`src/core/dps_pkg.sv`:
```
// Package of constants for the dual PLL synthesizer control block
package dps_pkg;

    // Serial word layout
    localparam int WORD_W = 20;
    localparam logic [1:0] GRP_CHAN_A = 2'b10;
    localparam logic [1:0] GRP_CHAN_B = 2'b01;
    localparam logic [1:0] GRP_REF = 2'b11;
    localparam logic [1:0] GRP_OPTION = 2'b00;

    // Channel divider word fields
    localparam int SWALLOW_W = 5;
    localparam int PROG_W = 12;
    localparam int SWALLOW_LSB = 0;
    localparam int PROG_LSB = 5;
    // Reference divider word field
    localparam int REFDIV_W = 12;
    localparam int REFDIV_LSB = 0;
    // Option word field positions
    localparam int OPT_TEST_POS = 0;
    localparam int OPT_POL_POS = 1;
    localparam int OPT_CUR_HI_POS = 2;
    localparam int OPT_CUR_LO_POS = 3;
    localparam int OPT_SBA_POS = 4;
    localparam int OPT_SBB_POS = 5;
    localparam int OPT_SBR_POS = 6;
    localparam int OPT_LDA_POS = 7;
    localparam int OPT_LDB_POS = 8;
    localparam int OPT_FILT_POS = 9;

    // Reset values of the latches
    localparam logic [SWALLOW_W-1:0] SWALLOW_RST = 5'h00;
    localparam logic [PROG_W-1:0] PROG_RST = 12'h020;
    localparam logic [REFDIV_W-1:0] REFDIV_RST = 12'h008;
    localparam logic [9:0] OPTION_RST = 10'h000;

    // Lock detect: window in oscillator edges and streak of good cycles
    localparam int LOCK_WIN = 2;
    localparam int LOCK_STREAK = 3;

    // AHB-Lite register byte offsets
    localparam logic [7:0] ADDR_CHAN_A = 8'h00;
    localparam logic [7:0] ADDR_CHAN_B = 8'h04;
    localparam logic [7:0] ADDR_REF = 8'h08;
    localparam logic [7:0] ADDR_OPTION = 8'h0C;
    localparam logic [7:0] ADDR_STATUS = 8'h10;
    localparam logic [7:0] ADDR_CTRL = 8'h14;
    localparam logic [31:0] CTRL_RST = 32'h0000_0001;

endpackage

```
`src/core/dps_synth_ctrl.sv`:
```
// Dual PLL synthesizer digital control: serial link, latches, dividers, lock detect
`timescale 1ns/100ps
module dps_synth_ctrl
    import dps_pkg::*;
#(
    parameter int WORD_BITS = WORD_W,
    parameter int SWALLOW_AT = SWALLOW_LSB,
    parameter int PROG_AT = PROG_LSB,
    parameter int REFDIV_AT = REFDIV_LSB,
    parameter int TEST_AT = OPT_TEST_POS,
    parameter int POL_AT = OPT_POL_POS,
    parameter int CUR_HI_AT = OPT_CUR_HI_POS,
    parameter int CUR_LO_AT = OPT_CUR_LO_POS,
    parameter int SBA_AT = OPT_SBA_POS,
    parameter int SBB_AT = OPT_SBB_POS,
    parameter int SBR_AT = OPT_SBR_POS,
    parameter int LDA_AT = OPT_LDA_POS,
    parameter int LDB_AT = OPT_LDB_POS,
    parameter int FILT_AT = OPT_FILT_POS
) (
    input wire logic hclk,
    input wire logic hresetn,
    input wire logic hsel,
    input wire logic [31:0] haddr,
    input wire logic [1:0] htrans,
    input wire logic hwrite,
    input wire logic [2:0] hsize,
    input wire logic [31:0] hwdata,
    input wire logic hready,
    output logic [31:0] hrdata,
    output logic hreadyout,
    output logic hresp,
    input wire logic serial_shift_pin,
    input wire logic serial_data_pin,
    input wire logic strobe_pin,
    input wire logic ref_osc_input,
    input wire logic rf_in_a,
    input wire logic rf_in_b,
    output logic ref_pulse,
    output logic [1:0] chan_pulse,
    output logic [1:0] chan_running,
    output logic ref_running,
    output logic [3:0] pump_current_code,
    output logic current_select_hi,
    output logic current_select_lo,
    output logic pump_polarity_bit,
    output logic test_mode,
    output logic lock_out_pin_o,
    output logic lock_out_pin_oe_n,
    output logic filter_switch_o,
    output logic filter_switch_oe_n
);

    // Group code occupies the top two bits, so the word must hold every field below it
    if (WORD_BITS < PROG_AT + PROG_W + 2 || WORD_BITS < SWALLOW_AT + SWALLOW_W + 2 ||
        WORD_BITS < REFDIV_AT + REFDIV_W + 2 || WORD_BITS < FILT_AT + 3) begin : g_bad_word
        $error("dps_synth_ctrl: serial word too narrow for its fields");
    end
    // Two-flop synchronisers for all pins; only stage 2 is read
    logic [5:0] pin_in, sync1_reg, sync2_reg, prev_reg, pin_rise;
    assign pin_in = {rf_in_b, rf_in_a, ref_osc_input, strobe_pin, serial_data_pin,
                     serial_shift_pin};
    always_ff @(posedge hclk or negedge hresetn) begin
        if (!hresetn) begin
            sync1_reg <= 6'h00;
            sync2_reg <= 6'h00;
            prev_reg <= 6'h00;
        end else begin
            sync1_reg <= pin_in;
            sync2_reg <= sync1_reg;
            prev_reg <= sync2_reg;
        end
    end
    assign pin_rise = sync2_reg & ~prev_reg;
    // Serial shift register and latches
    logic [WORD_BITS-1:0] shift_reg, shift_next;
    logic [SWALLOW_W+PROG_W-1:0] div_a_reg, div_a_next, div_b_reg, div_b_next;
    logic [REFDIV_W-1:0] ref_reg, ref_next;
    logic [9:0] opt_reg, opt_next;
    logic [31:0] ctrl_reg, ctrl_next;
    logic [1:0] grp_code;
    logic link_en;
    logic [9:0] opt_word;
    assign link_en = ctrl_reg[0];
    // Second-last bit is the first printed digit of the group code
    assign grp_code = {shift_reg[WORD_BITS-2], shift_reg[WORD_BITS-1]};
    // Gather option fields from their parameterised positions
    assign opt_word = {shift_reg[FILT_AT], shift_reg[LDB_AT], shift_reg[LDA_AT],
                       shift_reg[SBR_AT], shift_reg[SBB_AT], shift_reg[SBA_AT],
                       shift_reg[CUR_LO_AT], shift_reg[CUR_HI_AT], shift_reg[POL_AT],
                       shift_reg[TEST_AT]};
    // Shift on clock rise; commit on strobe rise
    always_comb begin
        shift_next = shift_reg;
        div_a_next = div_a_reg;
        div_b_next = div_b_reg;
        ref_next = ref_reg;
        opt_next = opt_reg;
        if (link_en && pin_rise[0])
            shift_next = {sync2_reg[1], shift_reg[WORD_BITS-1:1]};
        if (link_en && pin_rise[2]) begin
            case (grp_code)
                GRP_CHAN_A: div_a_next = {shift_reg[PROG_AT +: PROG_W],
                                          shift_reg[SWALLOW_AT +: SWALLOW_W]};
                GRP_CHAN_B: div_b_next = {shift_reg[PROG_AT +: PROG_W],
                                          shift_reg[SWALLOW_AT +: SWALLOW_W]};
                GRP_REF: ref_next = shift_reg[REFDIV_AT +: REFDIV_W];
                GRP_OPTION: opt_next = opt_word;
                default: opt_next = opt_reg;
            endcase
        end
    end
    always_ff @(posedge hclk or negedge hresetn) begin
        if (!hresetn) begin
            shift_reg <= '0;
            div_a_reg <= {PROG_RST, SWALLOW_RST};
            div_b_reg <= {PROG_RST, SWALLOW_RST};
            ref_reg <= REFDIV_RST;
            opt_reg <= OPTION_RST;
        end else begin
            shift_reg <= shift_next;
            div_a_reg <= div_a_next;
            div_b_reg <= div_b_next;
            ref_reg <= ref_next;
            opt_reg <= opt_next;
        end
    end
    // Decoded option fields
    logic sb_a, sb_b, sb_r;
    assign sb_a = opt_reg[4];
    assign sb_b = opt_reg[5];
    assign sb_r = opt_reg[6];
    assign ref_running = !(sb_a && sb_b && sb_r);
    // Reference divider: 12-bit count of oscillator edges, then halving
    logic [REFDIV_W-1:0] rcnt_reg, rcnt_next;
    logic half_reg, half_next;
    logic ref_tick;
    logic ref_pulse_reg, ref_pulse_next;
    always_comb begin
        rcnt_next = rcnt_reg;
        half_next = half_reg;
        ref_tick = 1'b0;
        ref_pulse_next = 1'b0;
        if (!ref_running) begin
            rcnt_next = '0;
            half_next = 1'b0;
        end else if (pin_rise[3]) begin
            if (rcnt_reg >= ref_reg - 12'h001) begin
                rcnt_next = '0;
                ref_tick = 1'b1;
            end else begin
                rcnt_next = rcnt_reg + 12'h001;
            end
        end
        if (ref_tick) begin
            half_next = ~half_reg;
            ref_pulse_next = half_reg;
        end
    end
    always_ff @(posedge hclk or negedge hresetn) begin
        if (!hresetn) begin
            rcnt_reg <= '0;
            half_reg <= 1'b0;
            ref_pulse_reg <= 1'b0;
        end else begin
            rcnt_reg <= rcnt_next;
            half_reg <= half_next;
            ref_pulse_reg <= ref_pulse_next;
        end
    end
    assign ref_pulse = ref_pulse_reg;
    // Per-channel divider and lock detector
    logic [1:0] chan_locked;
    logic [1:0] chan_sb;
    assign chan_sb = {sb_b, sb_a};
    genvar ch;
    generate
        for (ch = 0; ch < 2; ch = ch + 1) begin : g_chan
            logic [SWALLOW_W+PROG_W-1:0] set_val;
            logic [17:0] ratio;
            logic [17:0] ccnt_reg, ccnt_next;
            logic cp_reg, cp_next;
            logic pend_r_reg, pend_r_next, pend_c_reg, pend_c_next;
            logic [2:0] gap_reg, gap_next, streak_reg, streak_next;
            logic cpulse;
            assign set_val = (ch == 0) ? div_a_reg : div_b_reg;
            // Ratio 2*(32N+A): prescaler 64/66 absorbed into one edge count
            assign ratio = {set_val[SWALLOW_W +: PROG_W], 1'b0, 5'h00}
                           + {12'h000, set_val[SWALLOW_W-1:0], 1'b0};
            assign cpulse = !chan_sb[ch] && pin_rise[4+ch] && (ccnt_reg >= ratio - 18'h00001);
            always_comb begin
                ccnt_next = ccnt_reg;
                cp_next = cpulse;
                pend_r_next = pend_r_reg;
                pend_c_next = pend_c_reg;
                gap_next = gap_reg;
                streak_next = streak_reg;
                if (chan_sb[ch]) begin
                    ccnt_next = '0;
                    pend_r_next = 1'b0;
                    pend_c_next = 1'b0;
                    gap_next = '0;
                    streak_next = '0;
                end else begin
                    if (cpulse)
                        ccnt_next = '0;
                    else if (pin_rise[4+ch])
                        ccnt_next = ccnt_reg + 18'h00001;
                    // Gap counted in oscillator edges while only one side has arrived
                    if ((pend_r_reg ^ pend_c_reg) && pin_rise[3] && gap_reg != 3'h7)
                        gap_next = gap_reg + 3'h1;
                    if ((pend_r_reg || ref_pulse_reg) && (pend_c_reg || cp_reg)) begin
                        pend_r_next = 1'b0;
                        pend_c_next = 1'b0;
                        gap_next = '0;
                        if (gap_reg < 3'(LOCK_WIN)) begin
                            if (streak_reg <= 3'(LOCK_STREAK))
                                streak_next = streak_reg + 3'h1;
                        end else begin
                            streak_next = '0;
                        end
                    end else begin
                        pend_r_next = pend_r_reg || ref_pulse_reg;
                        pend_c_next = pend_c_reg || cp_reg;
                    end
                end
            end
            always_ff @(posedge hclk or negedge hresetn) begin
                if (!hresetn) begin
                    ccnt_reg <= '0;
                    cp_reg <= 1'b0;
                    pend_r_reg <= 1'b0;
                    pend_c_reg <= 1'b0;
                    gap_reg <= '0;
                    streak_reg <= '0;
                end else begin
                    ccnt_reg <= ccnt_next;
                    cp_reg <= cp_next;
                    pend_r_reg <= pend_r_next;
                    pend_c_reg <= pend_c_next;
                    gap_reg <= gap_next;
                    streak_reg <= streak_next;
                end
            end
            // More than three good cycles; standby reads as locked
            assign chan_locked[ch] = chan_sb[ch] || (streak_reg > 3'(LOCK_STREAK));
            assign chan_pulse[ch] = cp_reg;
            assign chan_running[ch] = !chan_sb[ch];
        end
    endgenerate
    // Lock pin select; standby channels already read as high
    logic lock_level;
    always_comb begin
        case ({opt_reg[7], opt_reg[8]})
            2'b00: lock_level = 1'b0;
            2'b01: lock_level = chan_locked[1];
            2'b10: lock_level = chan_locked[0];
            2'b11: lock_level = chan_locked[0] & chan_locked[1];
            default: lock_level = 1'b0;
        endcase
    end
    // Drain output: only low is driven, high is released
    assign lock_out_pin_o = 1'b0;
    assign lock_out_pin_oe_n = lock_level;
    assign filter_switch_o = 1'b0;
    assign filter_switch_oe_n = !opt_reg[9];
    // Charge pump controls; one-hot code 100/200/400/800 uA
    assign current_select_hi = opt_reg[2];
    assign current_select_lo = opt_reg[3];
    assign pump_current_code = 4'h1 << {opt_reg[2], opt_reg[3]};
    assign pump_polarity_bit = opt_reg[1];
    assign test_mode = opt_reg[0];
    // AHB-Lite slave, zero wait states, always OKAY
    logic wr_pend_reg, wr_pend_next;
    logic [7:0] addr_reg, addr_next;
    logic [31:0] rdata_reg, rdata_next;
    logic [31:0] rd_mux;
    logic take;
    assign take = hsel && hready && htrans[1];
    always_comb begin
        case (haddr[7:0])
            ADDR_CHAN_A: rd_mux = {15'h0000, div_a_reg};
            ADDR_CHAN_B: rd_mux = {15'h0000, div_b_reg};
            ADDR_REF: rd_mux = {20'h00000, ref_reg};
            ADDR_OPTION: rd_mux = {22'h000000, opt_reg};
            ADDR_STATUS: rd_mux = {26'h0000000, lock_level, ref_running,
                                   chan_running, chan_locked};
            ADDR_CTRL: rd_mux = ctrl_reg;
            default: rd_mux = 32'h0000_0000;
        endcase
    end
    always_comb begin
        wr_pend_next = take && hwrite;
        addr_next = take ? haddr[7:0] : addr_reg;
        rdata_next = (take && !hwrite) ? rd_mux : rdata_reg;
        ctrl_next = ctrl_reg;
        // Only bit 0 is live: it gates the serial link
        if (wr_pend_reg && addr_reg == ADDR_CTRL)
            ctrl_next = {31'h0000_0000, hwdata[0]};
    end
    always_ff @(posedge hclk or negedge hresetn) begin
        if (!hresetn) begin
            wr_pend_reg <= 1'b0;
            addr_reg <= 8'h00;
            rdata_reg <= 32'h0000_0000;
            ctrl_reg <= CTRL_RST;
        end else begin
            wr_pend_reg <= wr_pend_next;
            addr_reg <= addr_next;
            rdata_reg <= rdata_next;
            ctrl_reg <= ctrl_next;
        end
    end
    assign hrdata = rdata_reg;
    assign hreadyout = 1'b1;
    assign hresp = 1'b0;

endmodule

```
`config.mk`:
```
export PLATFORM = sky130hd
export DESIGN_NAME = dps_synth_ctrl
export DESIGN_NICKNAME = d
export VERILOG_FILES = /design/src/core/dps_pkg.sv /design/src/core/dps_synth_ctrl.sv
export SDC_FILE = /design/constraint.sdc
export NUM_CORES = 1
export LEC_CHECK = 0
export BUFFER_PORTS_ARGS = -buffer_cell sky130_fd_sc_hd__buf_2
export CAP_MARGIN = 0
export CORE_ASPECT_RATIO = 1.75
export CORE_UTILIZATION = 58
export CTS_BUF_LIST = sky130_fd_sc_hd__clkbuf_8 sky130_fd_sc_hd__clkbuf_16
export DETAILED_ROUTE_END_ITERATION = 6
export GPL_TIMING_DRIVEN = 0
export PLACE_DENSITY = 0.78
export SYNTH_ARGS = -nofsm -noshare
export SYNTH_HDL_FRONTEND = slang
export SYNTH_SLANG_ARGS = --single-unit
```
`constraint.sdc`:
```
create_clock -name hclk -period 4.6 [get_ports hclk]
set_clock_uncertainty 0.1 [all_clocks]
set_input_delay 0.69 -clock hclk [delete_from_list [all_inputs] [get_ports hclk]]
set_output_delay 0.69 -clock hclk [all_outputs]
set_load 0.01 [all_outputs]
```
; Word-level counts from Yosys, hierarchy flattened
; Cells that the tools add are included.
[op_classes]
addsub = 12
n_lt_le_gt_ge = 9
n_eq_ne = 16
n_shift = 1
mux = 39
bitwise_logic = 6
n_reduce_logical = 47
[op_table]
columns = operator, count
row1 = two-way mux 18 bit, 6
row2 = one-hot mux 17 bit (6 select lines), 1
row3 = two-way mux 3 bit, 14
row4 = "adder 18 x 1 -> 18 bit, second input constant", 2
row5 = adder 18 x 6 -> 18 bit, 2
row6 = >= comparator 18 bit, 2
row7 = two-way mux 12 bit, 3
row8 = "subtractor 18 x 1 -> 18 bit, second input constant", 2
row9 = "equality test 8 x 5 -> 1 bit, second input constant", 3
row10 = logical AND 1 bit, 19
row11 = "equality test 8 x 4 -> 1 bit, second input constant", 2
row12 = two-way mux 1 bit, 14
row13 = "adder 12 x 1 -> 12 bit, second input constant", 1
row14 = "adder 3 x 1 -> 3 bit, second input constant", 4
row15 = >= comparator 12 bit, 1
row16 = AND reduction 2 bit, 6
row17 = nonzero test 3 bit, 4
row18 = "subtractor 12 x 1 -> 12 bit, second input constant", 1
row19 = "equality test 2 bit, second input constant", 4
row20 = "equality test 8 x 3 -> 1 bit, second input constant", 1
row21 = logical NOT 8 bit, 1
row22 = nonzero test 2 bit, 4
row23 = AND 6 bit, 1
row24 = "> comparator 3 x 2 -> 1 bit, second input constant", 2
row25 = other kinds (14), 30
[word_totals]
reg_bits = 204
in_bits = 80
output_inout_bits = 52

; Longest topological paths before layout
; Gate-level depths: netlist of run 1.
[depth]
depth_word = 7
depth_mapped = 15
mapped_depth_nobuf = 14

; Worst setup path after synthesis of run 1
; OpenSTA, ideal clock, no wires.
[synth_timing]
path_type = register -> register
startpoint = reg div_a_reg[5]
endpoint = reg g_chan[0].ccnt_reg[11]
setup_time_ns = 0.121
t_arrival_ns = 2.991
slack_ns = 1.388
path_stages_with_launch = 15
n_path_buf = 1
synth_period_minus_slack_ns = 3.212
cell_sequence = dfrtp_1 -> nor4_1 -> nand2_1 -> or2_2 -> nor4_2 -> nand2_1 -> xor2_1 -> ha_1 -> nand4_1 -> nor2_1 -> o211ai_1 -> o21ai_1 -> clkbuf_1 -> o21ba_2 -> o22a_1
[synth_via]
elab_chain_len = 6
[synth_rtl]
columns = item, line
row1 = from (decl), dps_synth_ctrl.sv:77  ; logic [SWALLOW_W+PROG_W-1:0] div_a_reg, div_a_next, div_b_reg, div_b_next;
row2 = from (signal assigned), dps_synth_ctrl.sv:116  ; div_a_reg <= {PROG_RST, SWALLOW_RST};
row3 = from (signal assigned), dps_synth_ctrl.sv:122  ; div_a_reg <= div_a_next;
row4 = adder 18 x 6 -> 18 bit (*), dps_synth_ctrl.sv:189  ; + {12'h000, set_val[SWALLOW_W-1:0], 1'b0};
row5 = subtractor 18 x 1 -> 18 bit (*), dps_synth_ctrl.sv:190  ; assign cpulse = !chan_sb[ch] && pin_rise[4+ch] && (ccnt_reg >= ratio - 18'h00001);
row6 = >= comparator 18 bit (*), dps_synth_ctrl.sv:190
row7 = logical AND 1 bit (*), dps_synth_ctrl.sv:190
row8 = two-way mux 18 bit, dps_synth_ctrl.sv:205  ; if (cpulse)
row9 = two-way mux 18 bit, dps_synth_ctrl.sv:198  ; if (chan_sb[ch]) begin
row10 = to (signal assigned), dps_synth_ctrl.sv:237  ; ccnt_reg <= ccnt_next;
row11 = to (decl), dps_synth_ctrl.sv:181  ; logic [17:0] ccnt_reg, ccnt_next;
; Mark *: on every way between the ends. The rest lies on a longest branch, timed or not.
; A chain may end at the register's enable or synchronous reset.

; Worst setup path in the final report of run 1
[layout_timing]
startpoint = reg div_a_reg[0]
endpoint = reg g_chan[0].ccnt_reg[11]
; The elaborated chain is that of the path after synthesis.

==> run_results.csv, run 1 <==
group,metric,value,unit
finish,drive_above_1_share,20.7,%
die,io_pins,132,
synth,synth_area_leader_cell,"dfrtp_1",
global_routing,grt_pass1_wl,36.9,mm
power_and_ir_drop,vdd_drop_max,0.000195,V
synth,synth_common_cells,"dfrtp_1 (184), nand2_1 (95), mux2_2 (80)",
detailed_routing,viasPerCell,5.84,
synth,synth_cells,956,
job,max_cap_viol_count,0,
synth,synth_top_cells_by_area,"dfrtp_1 (45%), mux2_2 (8.9%), ha_1 (7.4%)",
critical_path,worstSetupPathType,"reg2reg",
timing,finalHoldViolCount,0,
cts,clock_latency,0.43,ns
timing,relSlewSlack,37.4,%
detailed_routing,routed_wl,22.0,mm
cts,post_cts_buffers,0,
detailed_routing,vias,7504,
placement,place.detailed.hpwl,16.4,mm
detailed_routing,drc_errors,0,
synth,syn_area,10100,um2
finish,syn_to_final_growth,11.9,%
finish,stdcell_area,11300,um2
global_routing,grt_max_degree,129,
placement,portBuffers,52,
placement,gp_congestion,0.833,
critical_path,cp_data_arrival_time,4.01,ns
detailed_routing,drt_iter0_markers,412,
synth,yosysWarnings,0,
cts,numCtsBuffers,17,
timing,layout_min_cycle_time,3.79,ns
cts,cts_tree,"built",
synth,synth_most_common_cell,"dfrtp_1",
critical_path,end_kind,"flop",
global_routing,track_usage,26.7,%
synth,yosysTopAreaCellShare,45.4,%
die,initial_core_util,59.5,%
timing,max_freq,0.264,GHz
detailed_routing,drt-pass1-iter-count,5,
cts,root_buffer,"clkbuf_16",
cts,path_clk_slew,0.07,ns
global_routing,grt_pass1_vias,7633,
synth,synth-edff-count,0,
critical_path,cp.required,4.82,ns
placement,place_area,10800,um2
cts,ctsResizeCount,0,
cts,htree_levels,4,
critical_path,crit_path_max_fanout,10,
synth,synth-seq-cells,188,
finish,fillers,1394,
hold_path,hold_class,"in2async",
die,fp.dieW,102,um
finish,largest_reg_flops,36,
finish,diodes,0,
critical_path,cp-startpoint,"div_a_reg[0]$_DFFE_PN0P_",
die,die_h,177,um
power_and_ir_drop,power_density,346,nW/um2
finish,final_nets,1185,
cts,ctsHoldBuffers,0,
timing,drv_slew,0,
finish,final_util,66.6,%
synth,avgSynthCellArea,10.6,um2
die,core_area,17000,um2
power_and_ir_drop,p_leak,5.74,nW
global_routing,grt_overflow,0,
synth,ys_seq_area_share,46.5,%
critical_path,cp-start-kind,"flop",
die,die_area,18000,um2
die,fp-row-count,63,
timing,worst_pin_slew,0.933,ns
detailed_routing,ant_nets,0,
synth,netlist-cell-type-count,60,
timing,setup_violations,0,
cts,clockBufferDepth,2,
detailed_routing,avgRoutedWirePerCell,17.1,um
global_routing,antenna_found_initial,0,
timing,rsz0062_at_grt,"no",
synth,synthArstFlopShare,100,%
timing,min_period_over_period,82.4,%
run_status,outcome,"complete, no violations",
critical_path,r2r-start,"div_a_reg[0]$_DFFE_PN0P_",
synth,synth-main-ff-cell,"dfrtp_1",
cts,clock_sinks,188,
## per-stage QoR
stage / setup slack, ns / instances / total power [mW] / setup TNS, ns / hold WS [ns]
after floorplan: 1.39 / 973 / 2.35 / 0 / 0.231
after global placement: -0.274 / 1252 / 2.50 / -46.35 / 0.232
after detailed placement: 0.849 / 1253 / 2.54 / 0 / 0.236
after CTS: 0.840 / 1285 / 3.94 / 0 / 0.100
after global routing: 0.517 / 1285 / 4.11 / 0 / 0.108
final: 0.811 / 1285 / 3.92 / 0 / 0.0781
## where the power goes
group          switching (mW)  internal, mW
sequential              0.160          1.79
combinational           0.283         0.279
clock                   0.682         0.728
total                    1.12          2.79
## worst max-delay path, stage by stage (launching register included)
cell and delay [ns]:
dfrtp_1 0.49, inv_1 0.12, ha_1 0.20, nand2_1 0.09
or2_2 0.32, nor4_2 0.39, nand2_1 0.12, xor2_1 0.16
ha_1 0.32, nand4_1 0.12, nor2_1 0.15, o211ai_1 0.13
o21ai_1 0.20, clkbuf_1 0.39, o21ba_2 0.22, o22a_1 0.16
## layout make-up
cell class	instances	area [um2]	share of cell area, %
Buffer	50	282	2.48
Clock buffer	18	439	3.87
Clock inverter	14	124	1.09
Inverter	25	93.8	0.827
Multi-Input combinational cell	710	5110	45.1
Sequential cell	188	4710	41.5
Tap cell	227	284	2.50
Timing Repair Buffer	53	298	2.63
## layer usage
| layer | track usage [%] | wire, um |
|---|---|---|
| met1 | 30.5 | 8630 |
| met2 | 47.7 | 11700 |
| met3 | 4.23 | 734 |
| met4 | 13.3 | 959 |
| met5 | 0 | 0 |
## cells in the final DEF, fill, tap and decap left out, types with 8 or more instances in the layout
master	count
nor4_1	17
nor3b_1	8
clkbuf_1	19
buf_2	57
a21o_1	12
nand4_1	13
and2_1	8
o21ai_0	51
buf_4	21
inv_1	25
nor3_1	23
and3_1	13
xor2_1	25
nand2_1	95
clkbuf_16	17
dfrtp_1	184
nand3_1	27
or3_1	12
a21oi_1	28
ha_1	60
conb_1	19
mux2_2	80
mux4_2	10
nand2b_1	10
mux2i_1	14
nor2_1	71
nor2b_1	10
xnor2_1	28
## worst paths after layout
check                                                     endpoint  cells after the start  slack, ns
worst max-delay path            g_chan[0].ccnt_reg[11]$_DFFE_PN0P_                     15       0.81
worst min-delay path            g_chan[0].ccnt_reg[13]$_DFFE_PN0P_                      1       0.08
worst max register to register  g_chan[0].ccnt_reg[11]$_DFFE_PN0P_                     15       0.81
worst min register to register              sync2_reg[1]$_DFF_PN0_                      0       0.25
max in group asynchronous        g_chan[1].ccnt_reg[2]$_DFFE_PN0P_                      2       3.32
min in group hclk                           sync2_reg[1]$_DFF_PN0_                      0       0.25
## cell families after synthesis
logic type	synth area share, %
simple gates	16.1
mux	12.5
other cells	0.0741
flops	46.5
xor+xnor	4.58
buf+inv	3.70
fa+ha+maj	7.41
compound gates	9.19
Note: power is estimated with default switching activity, not from simulation.
==> run 2, diff against run 1 <==
- clock period: 4.6 -> 3.6 ns (I/O delays scaled with it)
==> run_results.csv, run 2 (synthesis gave the netlist of run 1 again) <==
group,metric,value,unit
placement,portBuffers,52,
global_routing,grt_pass1_vias,7665,
die,die_area,18000,um2
power_and_ir_drop,power_density,436,nW/um2
placement,place.detailed.hpwl,16.4,mm
placement,gp_congestion,0.833,
finish,fillers,1350,
detailed_routing,vias,7653,
timing,relSlewSlack,35.4,%
global_routing,grt_overflow,0,
job,max_cap_viol_count,0,
cts,cts_tree,"built",
finish,syn_to_final_growth,14.0,%
critical_path,cp_data_arrival_time,3.84,ns
timing,hold_ws,0.112,ns
die,fp.dieW,102,um
hold_path,min_path_cells,1,
timing,drv_slew,0,
finish,diodes,0,
critical_path,cp-start-kind,"flop",
detailed_routing,routed_wl,22.5,mm
hold_path,hold_class,"in2reg",
cts,clock_sinks,188,
run_status,outcome,"complete, no violations",
global_routing,antenna_found_initial,0,
cts,clockBufferDepth,2,
timing,max_freq,0.281,GHz
timing,setup_violations,0,
detailed_routing,avgRoutedWirePerCell,17.4,um
timing,setup_tns,0,ns
global_routing,grt_max_degree,129,
timing,layout_min_cycle_time,3.56,ns
finish,drive_above_1_share,23.8,%
finish,layout_common_cells,"dfrtp_1 (176), nand2_1 (93), mux2_2 (80)",
power_and_ir_drop,total_power,5.03,mW
global_routing,grt_pass1_wl,37.1,mm
power_and_ir_drop,p_leak,5.81,nW
critical_path,crit_path_max_fanout,6,
finish,layout_commonest_cell,"dfrtp_1",
cts,numCtsBuffers,17,
die,initial_core_util,59.5,%
critical_path,cp.required,3.88,ns
die,fp-row-count,63,
detailed_routing,drc_errors,0,
global_routing,track_usage,26.8,%
critical_path,worstSetupPathType,"reg2reg",
cts,root_buffer,"clkbuf_16",
critical_path,end_kind,"flop",
cts,clock_latency,0.44,ns
cts,path_clk_slew,0.07,ns
timing,min_period_over_period,99.0,%
finish,largest_reg_flops,36,
detailed_routing,viasPerCell,5.92,
die,io_pins,132,
power_and_ir_drop,vdd_drop_max,0.000273,V
detailed_routing,ant_nets,0,
detailed_routing,drt-pass1-iter-count,5,
die,die_h,177,um
timing,worst_pin_slew,0.963,ns
timing,finalHoldViolCount,0,
detailed_routing,drt_iter0_markers,451,
die,core_area,17000,um2
critical_path,reg2regPathDepth,13,
finish,final_nets,1193,
cts,htree_levels,4,
==> run 2: cell types whose count changed in the layout (fill, tap and decap cells not counted), moves of 4 or more <==
cell	change
buf_4	+8
dfrtp_1	-8
dfrtp_2	+8
nor4_1	-4
==> run 2: cell type report <==
cell class	count	area, um2	area share, %
flip-flops and latches	188	4720	40.9
inverters	25	93.8	0.813
clock inverters	14	124	1.07
clock buffers	18	439	3.80
plain buffers	50	293	2.54
multi-input cells	710	5240	45.3
repair buffers	61	360	3.12
well taps	227	284	2.46
==> run 2: timing repair <==
item / CTS / global route
buffers inserted: 0 / 7
resized for setup: 5 / 39
hold buffers: 1 / 0
hold endpoints to repair: 60 / 0
setup endpoints to repair: 18 / 36
pin swaps: 0 / 8
==> run 2: report_power, final <==
group | switching, mW | leakage, nW | internal [mW]
logic | 0.368 | 3.04 | 0.368
clock network | 0.874 | 0.274 | 0.931
registers | 0.206 | 2.50 | 2.28
==> run 2: per-layer routing <==
| metal | track usage (%) | up-vias | part of all wire, % |
|---|---|---|---|
| li1 | - | 3588 | - |
| met1 | 30.5 | 3787 | 38 |
| met2 | 48.0 | 225 | 54 |
| met3 | 4.15 | 53 | 4.2 |
| met4 | 13.2 | 0 | 3.9 |
| met5 | 0 | - | 0 |
==> run 2: path summary, 6_finish.rpt <==
check                                    startpoint                                  to  slack, ns
min in group asynchronous                   hresetn   g_chan[0].ccnt_reg[5]$_DFFE_PN0P_       0.52
min reg2reg                  sync1_reg[1]$_DFF_PN0_              sync2_reg[1]$_DFF_PN0_       0.25
max in group asynchronous                   hresetn            div_b_reg[0]$_DFFE_PN0P_       1.82
max                        div_b_reg[2]$_DFFE_PN0P_  g_chan[1].ccnt_reg[17]$_DFFE_PN0P_       0.04
max reg2reg                div_b_reg[2]$_DFFE_PN0P_  g_chan[1].ccnt_reg[17]$_DFFE_PN0P_       0.04
min                                      strobe_pin              sync1_reg[2]$_DFF_PN0_       0.11
==> run 2: through the flow <==
| step | area, um2 | cells | setup WS, ns | utilization [%] |
|---|---|---|---|---|
| after floorplan | 10200 | 973 | 0.388 | - |
| after global placement | 10700 | 1252 | -1.12 | 63.1 |
| after detailed placement | 10800 | 1253 | -0.151 | 63.3 |
| after CTS | 11400 | 1286 | 0.0165 | 66.8 |
| after global routing | 11500 | 1293 | -0.0925 | 67.8 |
| final | 11500 | 1293 | 0.0378 | 67.8 |
==> run 2: worst max-delay path, stage by stage (launching register included) <==
cell and delay (ns):
dfrtp_2 0.46, nor4_4 0.34, nor2b_4 0.22, nand2_2 0.10
nor3_2 0.17, xnor2_1 0.17, ha_1 0.29, and3_4 0.17
a221o_1 0.35, a21oi_2 0.21, o211ai_2 0.18, buf_4 0.18
or4_1 0.49, nand3_1 0.09
==> run 3, diff against run 2 <==
- clock period: 3.6 -> 3.5 ns (I/O delays scaled with it)
==> run_results.csv, run 3 (synthesis gave the netlist of run 1 again) <==
group,metric,value,unit
run_status,outcome,"complete, no violations",
cts,htree_levels,4,
die,fp-row-count,63,
cts,root_buffer,"clkbuf_16",
power_and_ir_drop,power_density,449,nW/um2
finish,final_nets,1197,
hold_path,hold_class,"in2reg",
finish,stdcell_area,11600,um2
timing,worst_slack,0.0986,ns
cts,clock_sinks,188,
timing,setup_violations,0,
timing,setup_tns,0,ns
global_routing,grt_overflow,0,
timing,worst_pin_slew,0.909,ns
cts,clock_latency,0.44,ns
global_routing,grt_pass1_vias,7680,
global_routing,grt_max_degree,129,
die,die_h,177,um
die,io_pins,132,
critical_path,crit_path_max_fanout,5,
timing,drv_slew,0,
detailed_routing,wl_met2,12.4,mm
critical_path,cp.required,3.77,ns
power_and_ir_drop,vdd_drop_max,0.000280,V
timing,layout_min_cycle_time,3.40,ns
critical_path,cp_data_arrival_time,3.68,ns
finish,multiInputGateArea,5300,um2
detailed_routing,drt_iter0_markers,426,
die,initial_core_util,59.5,%
finish,fillers,1325,
power_and_ir_drop,total_power,5.22,mW
finish,syn_to_final_growth,15.0,%
timing,relSlewSlack,39.1,%
detailed_routing,viasPerCell,5.90,
cts,clockBufferDepth,2,
critical_path,cp-start-kind,"flop",
placement,dp_slack,-0.251,ns
placement,place.detailed.hpwl,16.4,mm
cts,cts_tree,"built",
detailed_routing,drt-pass1-iter-count,5,
finish,layout_commonest_cell,"dfrtp_1",
placement,portBuffers,52,
detailed_routing,highest_layer,"met4",
die,die_area,18000,um2
placement,place_inst,1253,
job,max_cap_viol_count,0,
detailed_routing,ant_nets,0,
global_routing,grt_pass1_wl,37.1,mm
die,core_area,17000,um2
detailed_routing,route.met3.wl,781,um
detailed_routing,routed_wl,22.8,mm
cts,path_clk_slew,0.08,ns
critical_path,worstSetupPathType,"reg2reg",
placement,place_area,10800,um2
timing,min_period_over_period,97.2,%
cts,numCtsBuffers,17,
timing,finalHoldViolCount,0,
finish,drive_above_1_share,24.7,%
detailed_routing,avgRoutedWirePerCell,17.6,um
global_routing,antenna_found_initial,0,
detailed_routing,vias,7648,
finish,largest_reg_flops,36,
global_routing,track_usage,26.8,%
finish,ff_latch_area,4720,um2
detailed_routing,drc_errors,0,
die,fp.dieW,102,um
critical_path,end_kind,"flop",
power_and_ir_drop,p_leak,5.88,nW
finish,layout_common_cells,"dfrtp_1 (176), nand2_1 (94), mux2_2 (80)",
finish,diodes,0,
placement,gp_congestion,0.833,
finish,fin_cells,1297,
detailed_routing,met1_length,8.86,mm
timing,max_freq,0.294,GHz
[run 3: final timing paths]
check,startpoint,to,slack (ns),cells past startpoint
hold / removal,ref_osc_input,sync1_reg[3]$_DFF_PN0_,0.1,1
setup / recovery,div_b_reg[4]$_DFFE_PN0P_,g_chan[1].ccnt_reg[17]$_DFFE_PN0P_,0.1,12
hold reg to reg,sync1_reg[1]$_DFF_PN0_,sync2_reg[1]$_DFF_PN0_,0.25,0
setup reg to reg,div_b_reg[4]$_DFFE_PN0P_,g_chan[1].ccnt_reg[17]$_DFFE_PN0P_,0.1,12
min in group asynchronous,hresetn,g_chan[0].ccnt_reg[5]$_DFFE_PN0P_,0.51,2
max in group asynchronous,hresetn,div_b_reg[0]$_DFFE_PN0P_,1.75,3
[run 3: worst max-delay path, cell delays in order, from the launching register on]
cell and delay [ns]:
dfrtp_2 0.46, nor4_4 0.31, nor2b_4 0.20, nand2_1 0.12, nor3_2 0.18, xnor2_1 0.17, ha_1 0.28, and3_1 0.20
a221o_1 0.39, a21oi_4 0.19, o211ai_4 0.13, or4_1 0.52, nand3_1 0.09
[run 3: timing repair]
item,4_1_cts,5_1_grt
buffers inserted,0,11
resized for setup,11,48
hold buffers,1,0
endpoints found under the setup margin,33,36
endpoints found under the hold margin,60,0
pin swaps,0,11
[run 3: per-stage QoR]
| stage | hold slack [ns] | utilization (%) |
|---|---|---|
| 6_report | 0.0964 | 68.4 |
| 3_5_place_dp | 0.236 | 63.3 |
| 3_3_place_gp | 0.232 | 63.1 |
| 2_1_floorplan | 0.129 | - |
| 5_1_grt | 0.0815 | 68.4 |
| 4_1_cts | 0.0849 | 66.9 |
[run 3: report_power, final]
| part | internal (mW) | switching, mW |
|---|---|---|
| sequential | 2.35 | 0.219 |
| combinational | 0.395 | 0.402 |
| clock | 0.957 | 0.903 |
[run 3: routing by layer]
layer	up-vias	global-route usage [%]
met2	197	48.1
met1	3814	30.5
met3	53	4.15
met4	0	13.3
met5	-	0
li1	3584	-
[run 3: layout make-up]
class / instances / share of cell area (%)
multi-input cells: 710 / 45.5
clock inverters: 14 / 1.06
well taps: 227 / 2.44
plain buffers: 50 / 2.57
inverters: 25 / 0.806
clock buffers: 18 / 3.77
repair buffers: 65 / 3.35
flip-flops and latches: 188 / 40.5
